<file path="config.mk">
export PLATFORM = sky130hd
export DESIGN_NAME = raux_regs
export DESIGN_NICKNAME = d
export VERILOG_FILES = /design/src/rtl/raux_regs.v /design/src/rtl/raux_batt_mon.v
export VERILOG_INCLUDE_DIRS = /design/src /design/src/shared
export SDC_FILE = /design/constraint.sdc
export NUM_CORES = 1
export LEC_CHECK = 0
export BUFFER_PORTS_ARGS = -buffer_cell sky130_fd_sc_hd__buf_4
export CORE_MARGIN = 2
export CORE_UTILIZATION = 50
export CTS_BUF_LIST = sky130_fd_sc_hd__clkbuf_16
export CTS_CLUSTER_DIAMETER = 100
export DETAILED_ROUTE_END_ITERATION = 10
export PLACE_DENSITY = 0.84
export SYNTH_ARGS = -nofsm -noshare
export SYNTH_HDL_FRONTEND = slang
export SYNTH_SLANG_ARGS = --single-unit
</file>
<file path="constraint.sdc">
create_clock -name hclk -period 8.1 [get_ports hclk]
set_input_delay 0.81 -clock hclk [delete_from_list [all_inputs] [get_ports hclk]]
set_output_delay 0.81 -clock hclk [all_outputs]
set_load 0.1 [all_outputs]
</file>
<file path="src/shared/raux_consts.vh">
/*
 * Constants for the radio auxiliary control register bank: register
 * indices, field positions, reset values and conversion figures.
 * Assumes it is included by bare name from design and bench files.
 */
`ifndef RAUX_CONSTS_VH
`define RAUX_CONSTS_VH

// ***********************************************************
// Register indices (byte address is four times the index)
// ***********************************************************
`define RAUX_IDX_W 10
`define RAUX_IDX_STRENGTH 10'h312
`define RAUX_IDX_PULL_IN 10'h315
`define RAUX_IDX_CAL_CFG 10'h319
`define RAUX_IDX_SHUTDOWN 10'h322
`define RAUX_IDX_RX_EN 10'h324
`define RAUX_IDX_AUX_EN 10'h325
`define RAUX_IDX_CONV_HIGH 10'h327
`define RAUX_IDX_CONV_LOW 10'h328
`define RAUX_IDX_BATT_TRIP 10'h32d
`define RAUX_IDX_IRQ_SRC1 10'h337

// ***********************************************************
// Reset values
// ***********************************************************
`define RAUX_RST_STRENGTH 8'h00
`define RAUX_RST_PULL_IN 8'h32
`define RAUX_RST_CAL_CFG 6'h00
`define RAUX_RST_RX_EN 5'h00
`define RAUX_RST_AUX_EN 2'h0
`define RAUX_RST_CONV 8'h00
`define RAUX_RST_BATT_TRIP 5'h00

// ***********************************************************
// Field positions
// ***********************************************************
`define RAUX_CAL_OVR_BIT 5
`define RAUX_CAL_FREQ_HI 4
`define RAUX_CAL_FREQ_LO 3
`define RAUX_CAL_PWR_HI 2
`define RAUX_CAL_PWR_LO 0
`define RAUX_RX_CONV_BIT 4
`define RAUX_RX_STRENGTH_BIT 3
`define RAUX_RX_FILTER_BIT 2
`define RAUX_RX_MIXER_BIT 1
`define RAUX_RX_AMP_BIT 0
`define RAUX_AUX_TEMP_BIT 1
`define RAUX_AUX_BATT_BIT 0
`define RAUX_IRQ_BATT_BIT 7

// ***********************************************************
// Conversion figures
// ***********************************************************
`define RAUX_DBM_OFFSET 9'd107
`define RAUX_TRIP_BASE_MV 12'd1700
`define RAUX_TRIP_STEP_MV 12'd62

`endif

</file>
<file path="src/rtl/raux_regs.v">
/*
 * Radio auxiliary control register bank behind an AHB-Lite slave port.
 * Holds strength readback, the frequency correction limit, calibration
 * source settings, shutdown request, power enables, converter readback
 * and the battery alarm threshold and flag.
 * Assumes a single AHB-Lite master, word transfers only, and status
 * inputs that are synchronous to hclk.
 */
`timescale 1ns/1ps
`default_nettype none
`include "raux_consts.vh"

module raux_regs #(
	parameter AFC_W = 9
) (
	input wire hclk,
	input wire hresetn,
	input wire hsel,
	input wire [11:0] haddr,
	input wire [1:0] htrans,
	input wire hwrite,
	input wire [2:0] hsize,
	input wire [31:0] hwdata,
	input wire hready,
	output wire hreadyout,
	output wire hresp,
	output reg [31:0] hrdata,
	input wire packet_received,
	input wire [7:0] signal_strength_value,
	input wire receive_state_entry,
	input wire [8:0] if_bandwidth_khz,
	input wire signed [AFC_W-1:0] afc_raw,
	input wire chip_select,
	input wire adc_result_valid,
	input wire [7:0] adc_result,
	input wire [11:0] battery_mv,
	output reg signed [8:0] signal_strength_dbm,
	output reg strength_valid,
	output wire [7:0] pull_in_limit,
	output reg signed [AFC_W-1:0] afc_limited,
	output wire image_cal_override_enable,
	output wire cal_source_enable,
	output wire [4:0] cal_source_divide,
	output wire cal_power_enable,
	output wire [2:0] cal_power_multiple,
	output wire shutdown_start,
	output wire converter_path_enable,
	output wire strength_circuit_enable,
	output wire if_filter_enable,
	output wire mixer_enable,
	output wire front_amp_enable,
	output wire temperature_monitor_enable,
	output wire battery_monitor_enable,
	output wire battery_below_trip,
	output wire battery_alarm_flag
);

	// ***********************************************************
	// Functions
	// ***********************************************************

	// Clamps a signed correction to plus or minus the limit.
	function signed [AFC_W-1:0] clamp_afc;
		input signed [AFC_W-1:0] raw;
		input [7:0] lim;
		reg signed [AFC_W+1:0] wide;
		reg signed [AFC_W+1:0] slim;
		begin
			wide = raw;
			slim = $signed({{(AFC_W-6){1'b0}}, lim});
			if (wide > slim) begin
				clamp_afc = slim[AFC_W-1:0];
			end else if (wide < -slim) begin
				clamp_afc = -slim[AFC_W-1:0];
			end else begin
				clamp_afc = raw;
			end
		end
	endfunction

	// Maps the calibration power code to a multiple of minimum level.
	function [2:0] power_multiple;
		input [2:0] code;
		begin
			case (code)
				3'h0: power_multiple = 3'h0;
				3'h1, 3'h2: power_multiple = 3'h1;
				3'h3, 3'h4: power_multiple = 3'h2;
				3'h5, 3'h6: power_multiple = 3'h3;
				default: power_multiple = 3'h4;
			endcase
		end
	endfunction

	// ***********************************************************
	// Bus state
	// ***********************************************************

	// Data phase states, one-hot.
	localparam [3:0] ST_IDLE = 4'b0001;
	localparam [3:0] ST_WR = 4'b0010;
	localparam [3:0] ST_RD1 = 4'b0100;
	localparam [3:0] ST_RD2 = 4'b1000;

	reg [3:0] state_r; // Current data phase.
	reg [3:0] state_nxt; // Next data phase.
	reg [`RAUX_IDX_W-1:0] idx_r; // Register index latched from the address phase.
	wire accept; // An address phase is taken this edge.
	wire [`RAUX_IDX_W-1:0] idx_in; // Index presented in the address phase.
	wire wr_en; // Write data phase strobe.
	reg [7:0] rd_mux; // Read data of the latched index.

	// ***********************************************************
	// Register storage
	// ***********************************************************

	reg [7:0] strength_r; // Stored strength value.
	reg [7:0] limit_r; // Correction pull-in limit.
	reg [5:0] cal_cfg_r; // Calibration configuration bits 5:0.
	reg shutdown_r; // Shutdown request bit.
	reg [4:0] rx_en_r; // Receive chain enables.
	reg [1:0] aux_en_r; // Monitor enables.
	reg [7:0] conv_r; // Last converter result.
	reg [4:0] trip_code_r; // Battery trip code.
	reg alarm_flag_r; // Sticky battery alarm.
	wire alarm_pulse; // Crossing event from the comparator.

	// ***********************************************************
	// Address phase and data phase tracking
	// ***********************************************************

	assign accept = hsel & htrans[1] & hready;
	assign idx_in = haddr[11:2];
	assign wr_en = state_r[1];
	// Reads wait one cycle so hrdata comes from a flop and still sees
	// a write made in the directly preceding data phase.
	assign hreadyout = ~state_r[2];
	assign hresp = 1'b0;

	// Next data phase follows the accepted transfer, if any.
	always @* begin
		case (state_r)
			ST_RD1: begin
				state_nxt = ST_RD2;
			end
			default: begin
				if (accept) begin
					state_nxt = hwrite ? ST_WR : ST_RD1;
				end else begin
					state_nxt = ST_IDLE;
				end
			end
		endcase
	end

	// State and index latch; the index is only caught while ready is high.
	always @(posedge hclk or negedge hresetn) begin
		if (!hresetn) begin
			state_r <= ST_IDLE;
			idx_r <= {`RAUX_IDX_W{1'b0}};
		end else begin
			state_r <= state_nxt;
			if (accept && !state_r[2]) begin
				idx_r <= idx_in;
			end
		end
	end

	// ***********************************************************
	// Read path
	// ***********************************************************

	// Read decode; unmapped and reserved bits read as zero.
	always @* begin
		case (idx_r)
			`RAUX_IDX_STRENGTH: rd_mux = strength_r;
			`RAUX_IDX_PULL_IN: rd_mux = limit_r;
			`RAUX_IDX_CAL_CFG: rd_mux = {2'b00, cal_cfg_r};
			`RAUX_IDX_SHUTDOWN: rd_mux = {7'h00, shutdown_r};
			`RAUX_IDX_RX_EN: rd_mux = {3'h0, rx_en_r};
			`RAUX_IDX_AUX_EN: rd_mux = {6'h00, aux_en_r};
			`RAUX_IDX_CONV_HIGH: rd_mux = {2'b00, conv_r[7:2]};
			`RAUX_IDX_CONV_LOW: rd_mux = {conv_r[1:0], 6'h00};
			`RAUX_IDX_BATT_TRIP: rd_mux = {3'h0, trip_code_r};
			`RAUX_IDX_IRQ_SRC1: rd_mux = {alarm_flag_r, 7'h00};
			default: rd_mux = 8'h00;
		endcase
	end

	// Read data is registered in the wait cycle and held afterwards.
	always @(posedge hclk or negedge hresetn) begin
		if (!hresetn) begin
			hrdata <= 32'h00000000;
		end else if (state_r[2]) begin
			hrdata <= {24'h000000, rd_mux};
		end
	end

	// ***********************************************************
	// Software written registers
	// ***********************************************************

	// Plain control registers; unmapped writes are dropped.
	always @(posedge hclk or negedge hresetn) begin
		if (!hresetn) begin
			cal_cfg_r <= `RAUX_RST_CAL_CFG;
			shutdown_r <= 1'b0;
			rx_en_r <= `RAUX_RST_RX_EN;
			aux_en_r <= `RAUX_RST_AUX_EN;
			trip_code_r <= `RAUX_RST_BATT_TRIP;
		end else if (wr_en) begin
			case (idx_r)
				`RAUX_IDX_CAL_CFG: cal_cfg_r <= hwdata[5:0];
				`RAUX_IDX_SHUTDOWN: shutdown_r <= hwdata[0];
				`RAUX_IDX_RX_EN: rx_en_r <= hwdata[4:0];
				`RAUX_IDX_AUX_EN: aux_en_r <= hwdata[1:0];
				`RAUX_IDX_BATT_TRIP: trip_code_r <= hwdata[4:0];
				default: begin
				end
			endcase
		end
	end

	// Pull-in limit: software may write it, but entry to the receive
	// state reloads it and wins a same-cycle collision, as the internal
	// processor would overwrite any earlier value.
	always @(posedge hclk or negedge hresetn) begin
		if (!hresetn) begin
			limit_r <= `RAUX_RST_PULL_IN;
		end else if (receive_state_entry) begin
			limit_r <= if_bandwidth_khz[8:1];
		end else if (wr_en && idx_r == `RAUX_IDX_PULL_IN) begin
			limit_r <= hwdata[7:0];
		end
	end

	// ***********************************************************
	// Hardware captured readbacks
	// ***********************************************************

	// Strength is caught at each packet; dBm form is offset by 107.
	always @(posedge hclk or negedge hresetn) begin
		if (!hresetn) begin
			strength_r <= `RAUX_RST_STRENGTH;
			strength_valid <= 1'b0;
			signal_strength_dbm <= 9'sh000;
		end else if (packet_received) begin
			strength_r <= signal_strength_value;
			strength_valid <= 1'b1;
			signal_strength_dbm <= $signed({1'b0, signal_strength_value} - `RAUX_DBM_OFFSET);
		end
	end

	// Converter result, kept whole and split only on read.
	always @(posedge hclk or negedge hresetn) begin
		if (!hresetn) begin
			conv_r <= `RAUX_RST_CONV;
		end else if (adc_result_valid) begin
			conv_r <= adc_result;
		end
	end

	// ***********************************************************
	// Battery alarm
	// ***********************************************************

	raux_batt_mon u_batt (
		.hclk(hclk),
		.hresetn(hresetn),
		.monitor_enable(aux_en_r[`RAUX_AUX_BATT_BIT]),
		.battery_trip_code(trip_code_r),
		.battery_mv(battery_mv),
		.below_trip_r(battery_below_trip),
		.alarm_pulse_r(alarm_pulse)
	);

	// Sticky alarm flag, cleared by writing one to bit 7; a new alarm in
	// the clearing cycle wins so that no crossing is lost.
	always @(posedge hclk or negedge hresetn) begin
		if (!hresetn) begin
			alarm_flag_r <= 1'b0;
		end else if (alarm_pulse) begin
			alarm_flag_r <= 1'b1;
		end else if (wr_en && idx_r == `RAUX_IDX_IRQ_SRC1 && hwdata[`RAUX_IRQ_BATT_BIT]) begin
			alarm_flag_r <= 1'b0;
		end
	end

	assign battery_alarm_flag = alarm_flag_r;

	// ***********************************************************
	// Frequency correction bound
	// ***********************************************************

	// Registered clamp of the raw correction to the pull-in limit.
	always @(posedge hclk or negedge hresetn) begin
		if (!hresetn) begin
			afc_limited <= {AFC_W{1'b0}};
		end else begin
			afc_limited <= clamp_afc(afc_raw, limit_r);
		end
	end

	assign pull_in_limit = limit_r;

	// ***********************************************************
	// Decoded control outputs
	// ***********************************************************

	assign image_cal_override_enable = cal_cfg_r[`RAUX_CAL_OVR_BIT];
	assign cal_source_enable = |cal_cfg_r[`RAUX_CAL_FREQ_HI:`RAUX_CAL_FREQ_LO];
	// Divide ratio 4, 8 or 16 as a shift of two; zero when disabled.
	assign cal_source_divide = cal_source_enable ?
		(5'h02 << cal_cfg_r[`RAUX_CAL_FREQ_HI:`RAUX_CAL_FREQ_LO]) : 5'h00;
	assign cal_power_multiple = power_multiple(cal_cfg_r[`RAUX_CAL_PWR_HI:`RAUX_CAL_PWR_LO]);
	assign cal_power_enable = |cal_cfg_r[`RAUX_CAL_PWR_HI:`RAUX_CAL_PWR_LO];

	// Shutdown needs both the request and the host's select level.
	assign shutdown_start = shutdown_r & chip_select;

	assign converter_path_enable = rx_en_r[`RAUX_RX_CONV_BIT];
	assign strength_circuit_enable = rx_en_r[`RAUX_RX_STRENGTH_BIT];
	assign if_filter_enable = rx_en_r[`RAUX_RX_FILTER_BIT];
	assign mixer_enable = rx_en_r[`RAUX_RX_MIXER_BIT];
	assign front_amp_enable = rx_en_r[`RAUX_RX_AMP_BIT];
	assign temperature_monitor_enable = aux_en_r[`RAUX_AUX_TEMP_BIT];
	assign battery_monitor_enable = aux_en_r[`RAUX_AUX_BATT_BIT];

endmodule
`default_nettype wire

</file>
<file path="src/rtl/raux_batt_mon.v">
/*
 * Battery alarm comparator: turns the trip code into a trip voltage and
 * flags a fall of the battery level below it.
 * Assumes battery_mv is a settled millivolt reading synchronous to hclk.
 */
`timescale 1ns/1ps
`default_nettype none
`include "raux_consts.vh"

module raux_batt_mon (
	input wire hclk,
	input wire hresetn,
	input wire monitor_enable,
	input wire [4:0] battery_trip_code,
	input wire [11:0] battery_mv,
	output reg below_trip_r,
	output reg alarm_pulse_r
);

	// ***********************************************************
	// Trip voltage
	// ***********************************************************

	// Trip in millivolts; the largest code gives 3622 mV, so 12 bits suffice.
	wire [11:0] trip_mv;
	wire below_nxt;

	assign trip_mv = `RAUX_TRIP_BASE_MV + `RAUX_TRIP_STEP_MV * {7'h00, battery_trip_code};
	assign below_nxt = monitor_enable & (battery_mv < trip_mv);

	// ***********************************************************
	// Crossing detector
	// ***********************************************************

	// A disabled monitor reads as not below, so enabling it on a flat
	// battery still raises one alarm.
	always @(posedge hclk or negedge hresetn) begin
		if (!hresetn) begin
			below_trip_r <= 1'b0;
			alarm_pulse_r <= 1'b0;
		end else begin
			below_trip_r <= below_nxt;
			alarm_pulse_r <= below_nxt & ~below_trip_r;
		end
	end

endmodule
`default_nettype wire

</file>
==> impl_metrics.toml, run 1 <==
[clock_tree]
clk_latency_ns = 0.34
clock-sinks = 87
cts_resized = 0
clk_path_buf_depth = 2
post_cts.repair.setup_buffers = 0
htree_num_levels = 3
cts_buffers = 9
clock-root-buffer = "clkbuf_16"
clk_pin_slew_ns = 0.07
cts_tree = "yes"
postCtsHoldBufs = 0

[sta]
finalCriticalPeriod_ns = 4.84
max_slew.worst_pin.slew_ns = 1.10
rsz0062_at_grt = "no"
setup_viol = 0
drv_slew = 0
clock_skew_ns = 0.00901
max_freq_ghz = 0.207
finalHoldViolations = 0
tns_ns = 0
max_slew_margin_pct = 26.7
finalCritPeriodShare_pct = 59.7

[min_path]
min-delay-start = "u_batt.below_trip_r"
whs_endpoint = "u_batt.alarm_pulse_r"
hold_path.class = "reg -> reg"
whs_path_depth = 1

[synth]
yosys_warnings = 0
synth_simple_gate_area_share_pct = 12.9
ys_ff_latch = 87
yosysMostFrequentCell = "dfrtp_1"
avgSynthCellArea_sq_um = 10.5
synth_edf_count = 0
synth_xor_area_share_pct = 3.06
synth_top_area_share_pct = 34.5
syn_inst = 574
synth_top_cell_by_area = "dfrtp_1"
async_flop_share_pct = 100
syn_area_sq_mm = 0.00601
seq_area_frac_synth_pct = 36.3
synth_flop_cell = "dfrtp_1"
synthAdderAreaFrac_pct = 14.1
ys_top_cells_by_count = "83 x dfrtp_1, 55 x ha_1, 51 x mux2_2"
synthTopCellsByArea = "dfrtp_1 35%, ha_1 11%, mux2_2 9.6%"
synth-compound-area-share_pct = 14.7
synth_top_family_by_area = "compound AO/OA/AOI/OAI gates"
yosysUniqueCellTypes = 69
synthMuxAreaShare_pct = 11.8

[finish]
multiInputGateArea_sq_mm = 0.00351
nets = 859
drive_gt1_share_pct = 30.4
area_growth_pct = 20.7
seq_area_sq_mm = 0.00218
fin_cells = 844
fill_cells = 974
diodes = 0

[setup_path]
start_kind = "flip-flop"
cp_max_fo = 6
setup.worst_path.end_class = "flip-flop"
reg2reg_to = "u_batt.alarm_pulse_r"
reg2reg_depth = 17
crit_type = "reg -> reg"
rrSetupSlack_ns = 3.26
crit_required_ns = 8.35
critPathArrivalTime_ns = 5.08
r2r_start = "trip_code_r[2]"

[power_and_ir_drop]
p_per_area_mw_per_mm2 = 234
comb_power_share_pct = 44.2
internal_power_mw = 0.969
p_sw_share_pct = 43.0
clock_power_share_pct = 24.8
switching_power_mw = 0.730
leakagePower_nw = 3.43
irDropWorstVdd_mv = 0.207
p_seq_share_pct = 31.0

[detailed_routing]
vias_per_cell = 5.76
dr_total_vias = 4859
wl_per_cell_um = 17.7
routed_wl_um = 15000
drcViolationCount = 0
first_iter_violations = 344
dr.pass1.iters = 4
postRouteAntennaNets = 0

[placed_design]
dp_hpwl_um = 11800
port-buffer-count = 126
place_congestion = 0.903
place_inst = 828

[die]
fp.dieH_um = 114
die_x_um = 114
start_util_pct = 50.7
coreArea_sq_mm = 0.0119
die-area_sq_mm = 0.0129
pin_count = 186
rows = 40

[outcome]
outcome = "completed"

[global_route]
grt_util_met1_pct = 30.8
busiest_layer = "met2"
grtUsageTotal_pct = 24.0
grt_use_met3_pct = 3.61
grt_pass1_vias = 4961
gr-usage-met2_pct = 42.2
antenna_found_initial = 0
globalRouteOverflowTotal = 0
grt_pass1_wl_um = 24600
grt_max_degree = 88

[run]
cap_viol_max_count = 0
-- power by group through the flow --
stage | combinational, mW | sequential [mW] | clock, mW
global route | 0.819 | 0.534 | 0.449
finish | 0.751 | 0.528 | 0.421
floorplan | 0.423 | 0.685 | 0
global placement | 0.717 | 0.531 | 0
CTS | 0.751 | 0.527 | 0.427
detailed placement | 0.748 | 0.536 | 0
-- cells in the final DEF (no fill, tap or decap), types with 10 or more instances in the layout --
cell type  instances
a21oi_1           12
o21ai_0           17
buf_4            126
inv_1             39
nand2_1           31
conb_1            27
mux2_2            51
ha_1              55
nor2_1            19
nor2b_1           12
dfrtp_1           83
xor2_1            10
a211oi_1          16
xnor2_1           11
mux2i_1           12
nor3_1            13
-- critical path, cell delays in order (launching register included) --
cell	delay, ns
dfrtp_1	0.49
fa_1	0.64
inv_1	0.10
fa_1	0.49
fa_1	0.51
inv_1	0.04
ha_1	0.34
nand3_1	0.12
o2111ai_1	0.22
xor2_1	0.31
o21ai_0	0.22
xor2_1	0.19
ha_1	0.31
a21oi_1	0.16
nor2b_1	0.07
o21ai_0	0.16
nand3b_1	0.12
a211oi_1	0.23
-- stage by stage --
stage                     worst slack (ns)  power [mW]  utilization (%)  instance area [sq um]  hold slack, ns
after floorplan                       1.38        1.11                -                   6110           0.404
after global placement                3.52        1.25             58.7                   6960           0.423
after detailed placement              3.33        1.28             58.7                   6960           0.437
after CTS                             3.30        1.71             61.2                   7260           0.450
after global routing                  2.87        1.80             61.2                   7260           0.463
final                                 3.26        1.70             61.2                   7260           0.453
-- final cells by class --
cell class,count,area share (%)
clock buffer,9,3.10
timing repair buffer,126,13.0
inverter,38,1.96
sequential,87,30.1
multi-input combinational,430,48.3
tap,147,2.53
clock inverter,7,1.00
-- flip-flops by register name (all words and copies together) (netlist names) --
register              flops
idx_r                    10
afc_limited               9
signal_strength_dbm       9
conv_r                    8
hrdata                    8
pull_in_limit             8
strength_r                8
cal_cfg_r                 6
rx_en_r                   5
trip_code_r               5
state_r                   4
aux_en_r                  2
battery_alarm_flag        1
shutdown_r                1
strength_valid            1
u_batt.alarm_pulse_r      1
u_batt.below_trip_r       1
-- how the worst max path moves through the flow --
stage                   startpoint               endpoint  slack [ns]
finish              trip_code_r[2]   u_batt.alarm_pulse_r        3.26
global route        trip_code_r[2]   u_batt.alarm_pulse_r        2.87
CTS                 trip_code_r[2]   u_batt.alarm_pulse_r        3.30
detailed placement  trip_code_r[2]   u_batt.alarm_pulse_r        3.33
global placement    trip_code_r[2]   u_batt.alarm_pulse_r        3.52
floorplan             cal_cfg_r[0]  cal_power_multiple[1]        1.38
-- cells by family (layout without fill, tap and decap cells) --
family / after synthesis / in the layout
multiplexers: 64 / 64
AND/OR/NAND/NOR: 135 / 135
other: 1 / 27
XOR/XNOR: 21 / 21
flip-flops: 87 / 87
AO/OA/AOI/OAI: 120 / 120
adder cells (fa/ha/maj): 63 / 63
buffers and inverters: 83 / 180
-- metal layers --
layer | share of wire [%] | vias to the layer above
met4 | 2.1 | 0
met3 | 5.6 | 20
met2 | 51 | 175
met1 | 42 | 2384
li1 | - | 2280
met5 | 0 | -
Power figures use the tool's default switching activity.
==> run 2: changes to the inputs <==
==> constraint.sdc (replaced) <==
create_clock -name hclk -period 4.85 [get_ports hclk]
set_input_delay 0.485 -clock hclk [delete_from_list [all_inputs] [get_ports hclk]]
set_output_delay 0.485 -clock hclk [all_outputs]
set_load 0.1 [all_outputs]
==> impl_metrics.toml, run 2 (synthesis results as in run 1) <==
[outcome]
outcome = "completed"

[clock_tree]
cts_tree = "yes"
htree_num_levels = 3
postCtsHoldBufs = 0
cts_buffers = 9
clk_path_buf_depth = 2
clock-sinks = 87
clk_latency_ns = 0.36
clock-root-buffer = "clkbuf_16"
clk_pin_slew_ns = 0.07

[global_route]
grt_pass1_wl_um = 24600
grt_max_degree = 88
grt_pass1_vias = 4954
grtUsageTotal_pct = 24.4
globalRouteOverflowTotal = 0
antenna_found_initial = 0

[finish]
final_common_cell = "buf_4"
largest_register_ffs = 10
fill_cells = 941
drive_gt1_share_pct = 32.7
area_growth_pct = 23.1
design_area_sq_mm = 0.00740
final_cell_mix = "130 x buf_4, 81 x dfrtp_1, 55 x ha_1, 51 x mux2_2, 38 x inv_1"
diodes = 0
multiInputGateArea_sq_mm = 0.00356
reg.largest.list = "idx_r: 10 flops, afc_limited: 9 flops, signal_strength_dbm: 9 flops"
nets = 863
seq_area_sq_mm = 0.00218
top_register = "idx_r"

[power_and_ir_drop]
irDropWorstVdd_mv = 0.350
p_per_area_mw_per_mm2 = 408
leakagePower_nw = 3.48
power.total_mw = 3.02

[sta]
setup_viol = 0
max_slew_margin_pct = 26.5
finalCritPeriodShare_pct = 94.6
drv_slew = 0
holdWs_ns = 0.290
finalHoldViolations = 0
tns_ns = 0
rsz0062_at_grt = "no"
max_slew.worst_pin.slew_ns = 1.10
clock_skew_ns = 0.00990
finalCriticalPeriod_ns = 4.59
max_freq_ghz = 0.218

[detailed_routing]
dr.pass1.iters = 6
drcViolationCount = 0
routed_wl_um = 15600
dr_total_vias = 4952
wl_per_cell_um = 18.4
vias_per_cell = 5.84
first_iter_violations = 322
postRouteAntennaNets = 0

[setup_path]
crit_required_ns = 5.12
cp_max_fo = 5
critPathArrivalTime_ns = 4.85
start_kind = "flip-flop"
reg2reg_depth = 16
setup.worst_path.end_class = "flip-flop"
crit_type = "reg -> reg"

[die]
die-area_sq_mm = 0.0129
start_util_pct = 50.7
pin_count = 186
coreArea_sq_mm = 0.0119
rows = 40
fp.dieH_um = 114
die_x_um = 114

[placed_design]
dp_hpwl_um = 11800
postPlaceCellArea_sq_mm = 0.00697
port-buffer-count = 126
place_congestion = 0.909

[min_path]
hold_path.class = "in -> reg"
whs_path_depth = 2

[run]
cap_viol_max_count = 0
## run 2: changes by cell type in the layout (fill, tap and decap cells not counted), moves of 2 or more
| cell | previous run | this run |
|---|---|---|
| buf_4 | 126 | 130 |
| bufinv_16 | 1 | 3 |
| dfrtp_1 | 83 | 81 |
| dfrtp_2 | 0 | 2 |
| nor3_1 | 13 | 11 |
| nor3_2 | 0 | 2 |
| o21ai_0 | 17 | 15 |
| o21ai_1 | 0 | 2 |
## run 2: final cells by class
cell class	instances	area share [%]
inverters	38	1.93
flip-flops and latches	87	29.5
clock inverters	7	1.71
clock buffers	9	3.04
multi-input cells	430	48.1
repair buffers	130	13.2
well taps	147	2.49
## run 2: report_power, final
group | switching (mW) | internal (mW) | total [mW] | leakage (nW)
Sequential | 0.0781 | 0.803 | 0.881 | 1.05
Combinational | 0.870 | 0.440 | 1.31 | 2.26
Clock | 0.313 | 0.512 | 0.825 | 0.174
## run 2: path summary, 6_finish.rpt
check | from | to | slack, ns
worst max-delay path | trip_code_r[2] | u_batt.alarm_pulse_r | 0.26
worst min-delay path | hwrite | state_r[2] | 0.29
worst max register to register | trip_code_r[2] | u_batt.alarm_pulse_r | 0.26
worst min register to register | u_batt.below_trip_r | u_batt.alarm_pulse_r | 0.44
max in group asynchronous | hresetn | trip_code_r[3] | 3.73
min in group asynchronous | hresetn | afc_limited[6] | 0.31
## run 2: metrics by stage
stage | cells | util (%) | setup slack [ns]
floorplan | 600 | - | 0.491
global placement | 828 | 58.7 | 0.301
detailed placement | 828 | 58.7 | 0.140
CTS | 844 | 61.7 | 0.0911
global route | 848 | 62.4 | 0.0383
finish | 848 | 62.4 | 0.262
## run 2: what timing repair did
| action | in CTS | in global routing |
|---|---|---|
| resized for setup | 0 | 14 |
| setup buffers | 0 | 4 |
| setup endpoints to repair | 0 | 2 |
## run 2: critical path, cell delays in order, from the launching register on
cell and delay (ns):
dfrtp_2 0.45, fa_2 0.63, inv_1 0.10, fa_1 0.49
fa_1 0.52, inv_1 0.04, ha_1 0.34, and3_1 0.22
o21a_1 0.23, o211a_1 0.27, a21boi_2 0.17, xor2_1 0.16
ha_1 0.29, nor2b_1 0.13, o21ai_1 0.13, nand3b_1 0.12
a211oi_1 0.21
## run 2: layer usage
layer | vias to the layer above | global-route usage (%) | routed length [um]
li1 | 2286 | - | -
met1 | 2422 | 30.4 | 6480
met2 | 215 | 41.9 | 7910
met3 | 29 | 4.46 | 878
met4 | 0 | 10.0 | 362
met5 | - | 0 | 0
==> run 3: changes to the inputs <==
--- a/config.mk
+++ b/config.mk
@@ -15,4 +15,5 @@
 export PLACE_DENSITY = 0.84
 export SYNTH_ARGS = -nofsm -noshare
 export SYNTH_HDL_FRONTEND = slang
+export SYNTH_HIERARCHICAL = 1
 export SYNTH_SLANG_ARGS = --single-unit
==> impl_metrics.toml, run 3 <==
[synth]
avgSynthCellArea_sq_um = 10.2
synth_top_area_share_pct = 34.7
ys_ff_latch = 87
yosysMostFrequentCell = "dfrtp_1"
synthTopCellsByArea = "dfrtp_1 35%, ha_1 11%, mux2_2 11%"
yosysUniqueCellTypes = 64
seq_area_frac_synth_pct = 36.5
syn_area_sq_mm = 0.00598
syn_inst = 585
ys_top_cells_by_count = "83 x dfrtp_1, 56 x mux2_2, 54 x ha_1"
async_flop_share_pct = 100
synth_flop_cell = "dfrtp_1"
synth_edf_count = 0
synth_top_cell_by_area = "dfrtp_1"
yosys_warnings = 6

[detailed_routing]
dr.pass1.iters = 5
vias_per_cell = 5.90
dr_total_vias = 5011
first_iter_violations = 406
drcViolationCount = 0
routed_wl_um = 15800
postRouteAntennaNets = 0
wl_per_cell_um = 18.6

[min_path]
hold_path.class = "in -> reg"

[sta]
tns_ns = 0
clock_skew_ns = 0.00748
setup_viol = 0
finalHoldViolations = 0
max_freq_ghz = 0.217
finalCritPeriodShare_pct = 94.8
finalCriticalPeriod_ns = 4.60
rsz0062_at_grt = "no"
max_slew_margin_pct = 16.8
holdWs_ns = 0.323
max_slew.worst_pin.slew_ns = 1.25
drv_slew = 0

[clock_tree]
cts_buffers = 9
clk_latency_ns = 0.34
clock-root-buffer = "clkbuf_16"
clk_path_buf_depth = 2
cts_tree = "yes"
htree_num_levels = 3
clk_pin_slew_ns = 0.07
clock-sinks = 87

[placed_design]
dp_hpwl_um = 12000
port-buffer-count = 126
place_inst = 833
postPlaceCellArea_sq_mm = 0.00692
place_congestion = 0.900

[finish]
area_growth_pct = 21.9
diodes = 0
design_area_sq_mm = 0.00729
drive_gt1_share_pct = 31.5
nets = 868
final_common_cell = "buf_4"
top_register = "idx_r"
largest_register_ffs = 10
reg.largest.list = "idx_r: 10 flops, afc_limited: 9 flops, signal_strength_dbm: 9 flops"
fin_cells = 850
final_cell_mix = "130 x buf_4, 80 x dfrtp_1, 56 x mux2_2, 54 x ha_1, 48 x inv_1"

[global_route]
grt_pass1_wl_um = 25200
grt_max_degree = 88
antenna_found_initial = 0
grt_pass1_vias = 4942
grtUsageTotal_pct = 24.7
globalRouteOverflowTotal = 0

[die]
die-area_sq_mm = 0.0129
coreArea_sq_mm = 0.0116
pin_count = 186
fp.dieH_um = 113
rows = 39
die_x_um = 113
start_util_pct = 51.7

[power_and_ir_drop]
power.total_mw = 3.10
p_per_area_mw_per_mm2 = 424
leakagePower_nw = 3.50
irDropWorstVdd_mv = 0.328

[setup_path]
setup.worst_path.end_class = "flip-flop"
path_common_cell = "fa_1"
cpPeakStageDelay_ns = 0.58
critPathArrivalTime_ns = 4.84
cp_max_fo = 6
crit_required_ns = 5.09
crit_chain = "fa_1 -> inv_1 -> fa_1 -> fa_1 -> inv_1 -> ha_1 -> and3_1 -> o21a_2 -> nor2_2 -> o21ai_1 -> and3_2 -> ha_1 -> nand2b_1 -> a2111o_1 -> o31ai_1"
crit_type = "reg -> reg"
worst_path_max_delay_cell = "fa_1"
start_kind = "flip-flop"

[outcome]
outcome = "completed"

[run]
cap_viol_max_count = 0
==> run 3: cell families after synthesis <==
family | synth area share [%]
muxes | 12.5
AOI/OAI and AO/OA | 13.1
buffers and inverters | 8.14
and+or+nand+nor | 12.4
adders and majority gates | 14.0
DFF | 36.5
xor gates and xnor gates | 3.37
other | 0.0627
==> run 3: metrics by stage <==
step           util, %  setup WS [ns]
2_1_floorplan        -          0.457
3_3_place_gp      59.8          0.270
3_5_place_dp      59.8          0.106
4_1_cts           62.9         0.0743
5_1_grt           63.1         0.0717
6_report          63.1          0.250
==> run 3: cell type report <==
type | instances | area [sq um]
Sequential cell | 87 | 2190
Timing Repair Buffer | 130 | 976
Multi-Input combinational cell | 426 | 3420
Clock buffer | 9 | 225
Fill cell | 918 | 4270
Clock inverter | 7 | 125
Tap cell | 143 | 179
Inverter | 48 | 180
==> run 3: worst paths after layout <==
kind                            slack, ns           start                    to  cells past startpoint
min in group asynchronous            0.34         hresetn        afc_limited[7]                      1
worst max-delay path                 0.25  trip_code_r[4]  u_batt/alarm_pulse_r                     15
worst min register to register       0.46  strength_valid        strength_valid                      1
worst min-delay path                 0.32          hwrite            state_r[2]                      2
worst max register to register       0.25  trip_code_r[4]  u_batt/alarm_pulse_r                     15
max in group asynchronous            3.76         hresetn        trip_code_r[3]                      1
==> run 3: what timing repair did <==
| item | in CTS | in global routing |
|---|---|---|
| hold buffers | 0 | 0 |
| setup buffers | 0 | 1 |
| gates resized for setup | 0 | 6 |
| endpoints found under the setup margin | 0 | 2 |
==> run 3: critical path: cells and delay by family (launching register included) <==
kind,cells,cell delay (ns)
buffers and inverters,2,0.14
adder cells (fa/ha/maj),5,2.13
AND/OR/NAND/NOR,4,0.79
flip-flops,1,0.46
AO/OA/AOI/OAI,4,0.99
==> run 3: report_power, final <==
group	internal (mW)	total [mW]	switching, mW
registers	0.813	0.903	0.0896
logic	0.456	1.38	0.922
clock network	0.511	0.814	0.303
==> run 3: per-layer routing <==
layer  track usage (%)  wire length, um
met1              31.5             6340
met2              43.6             8050
met3              3.51             1000
met4              7.80              391
met5                 0                0
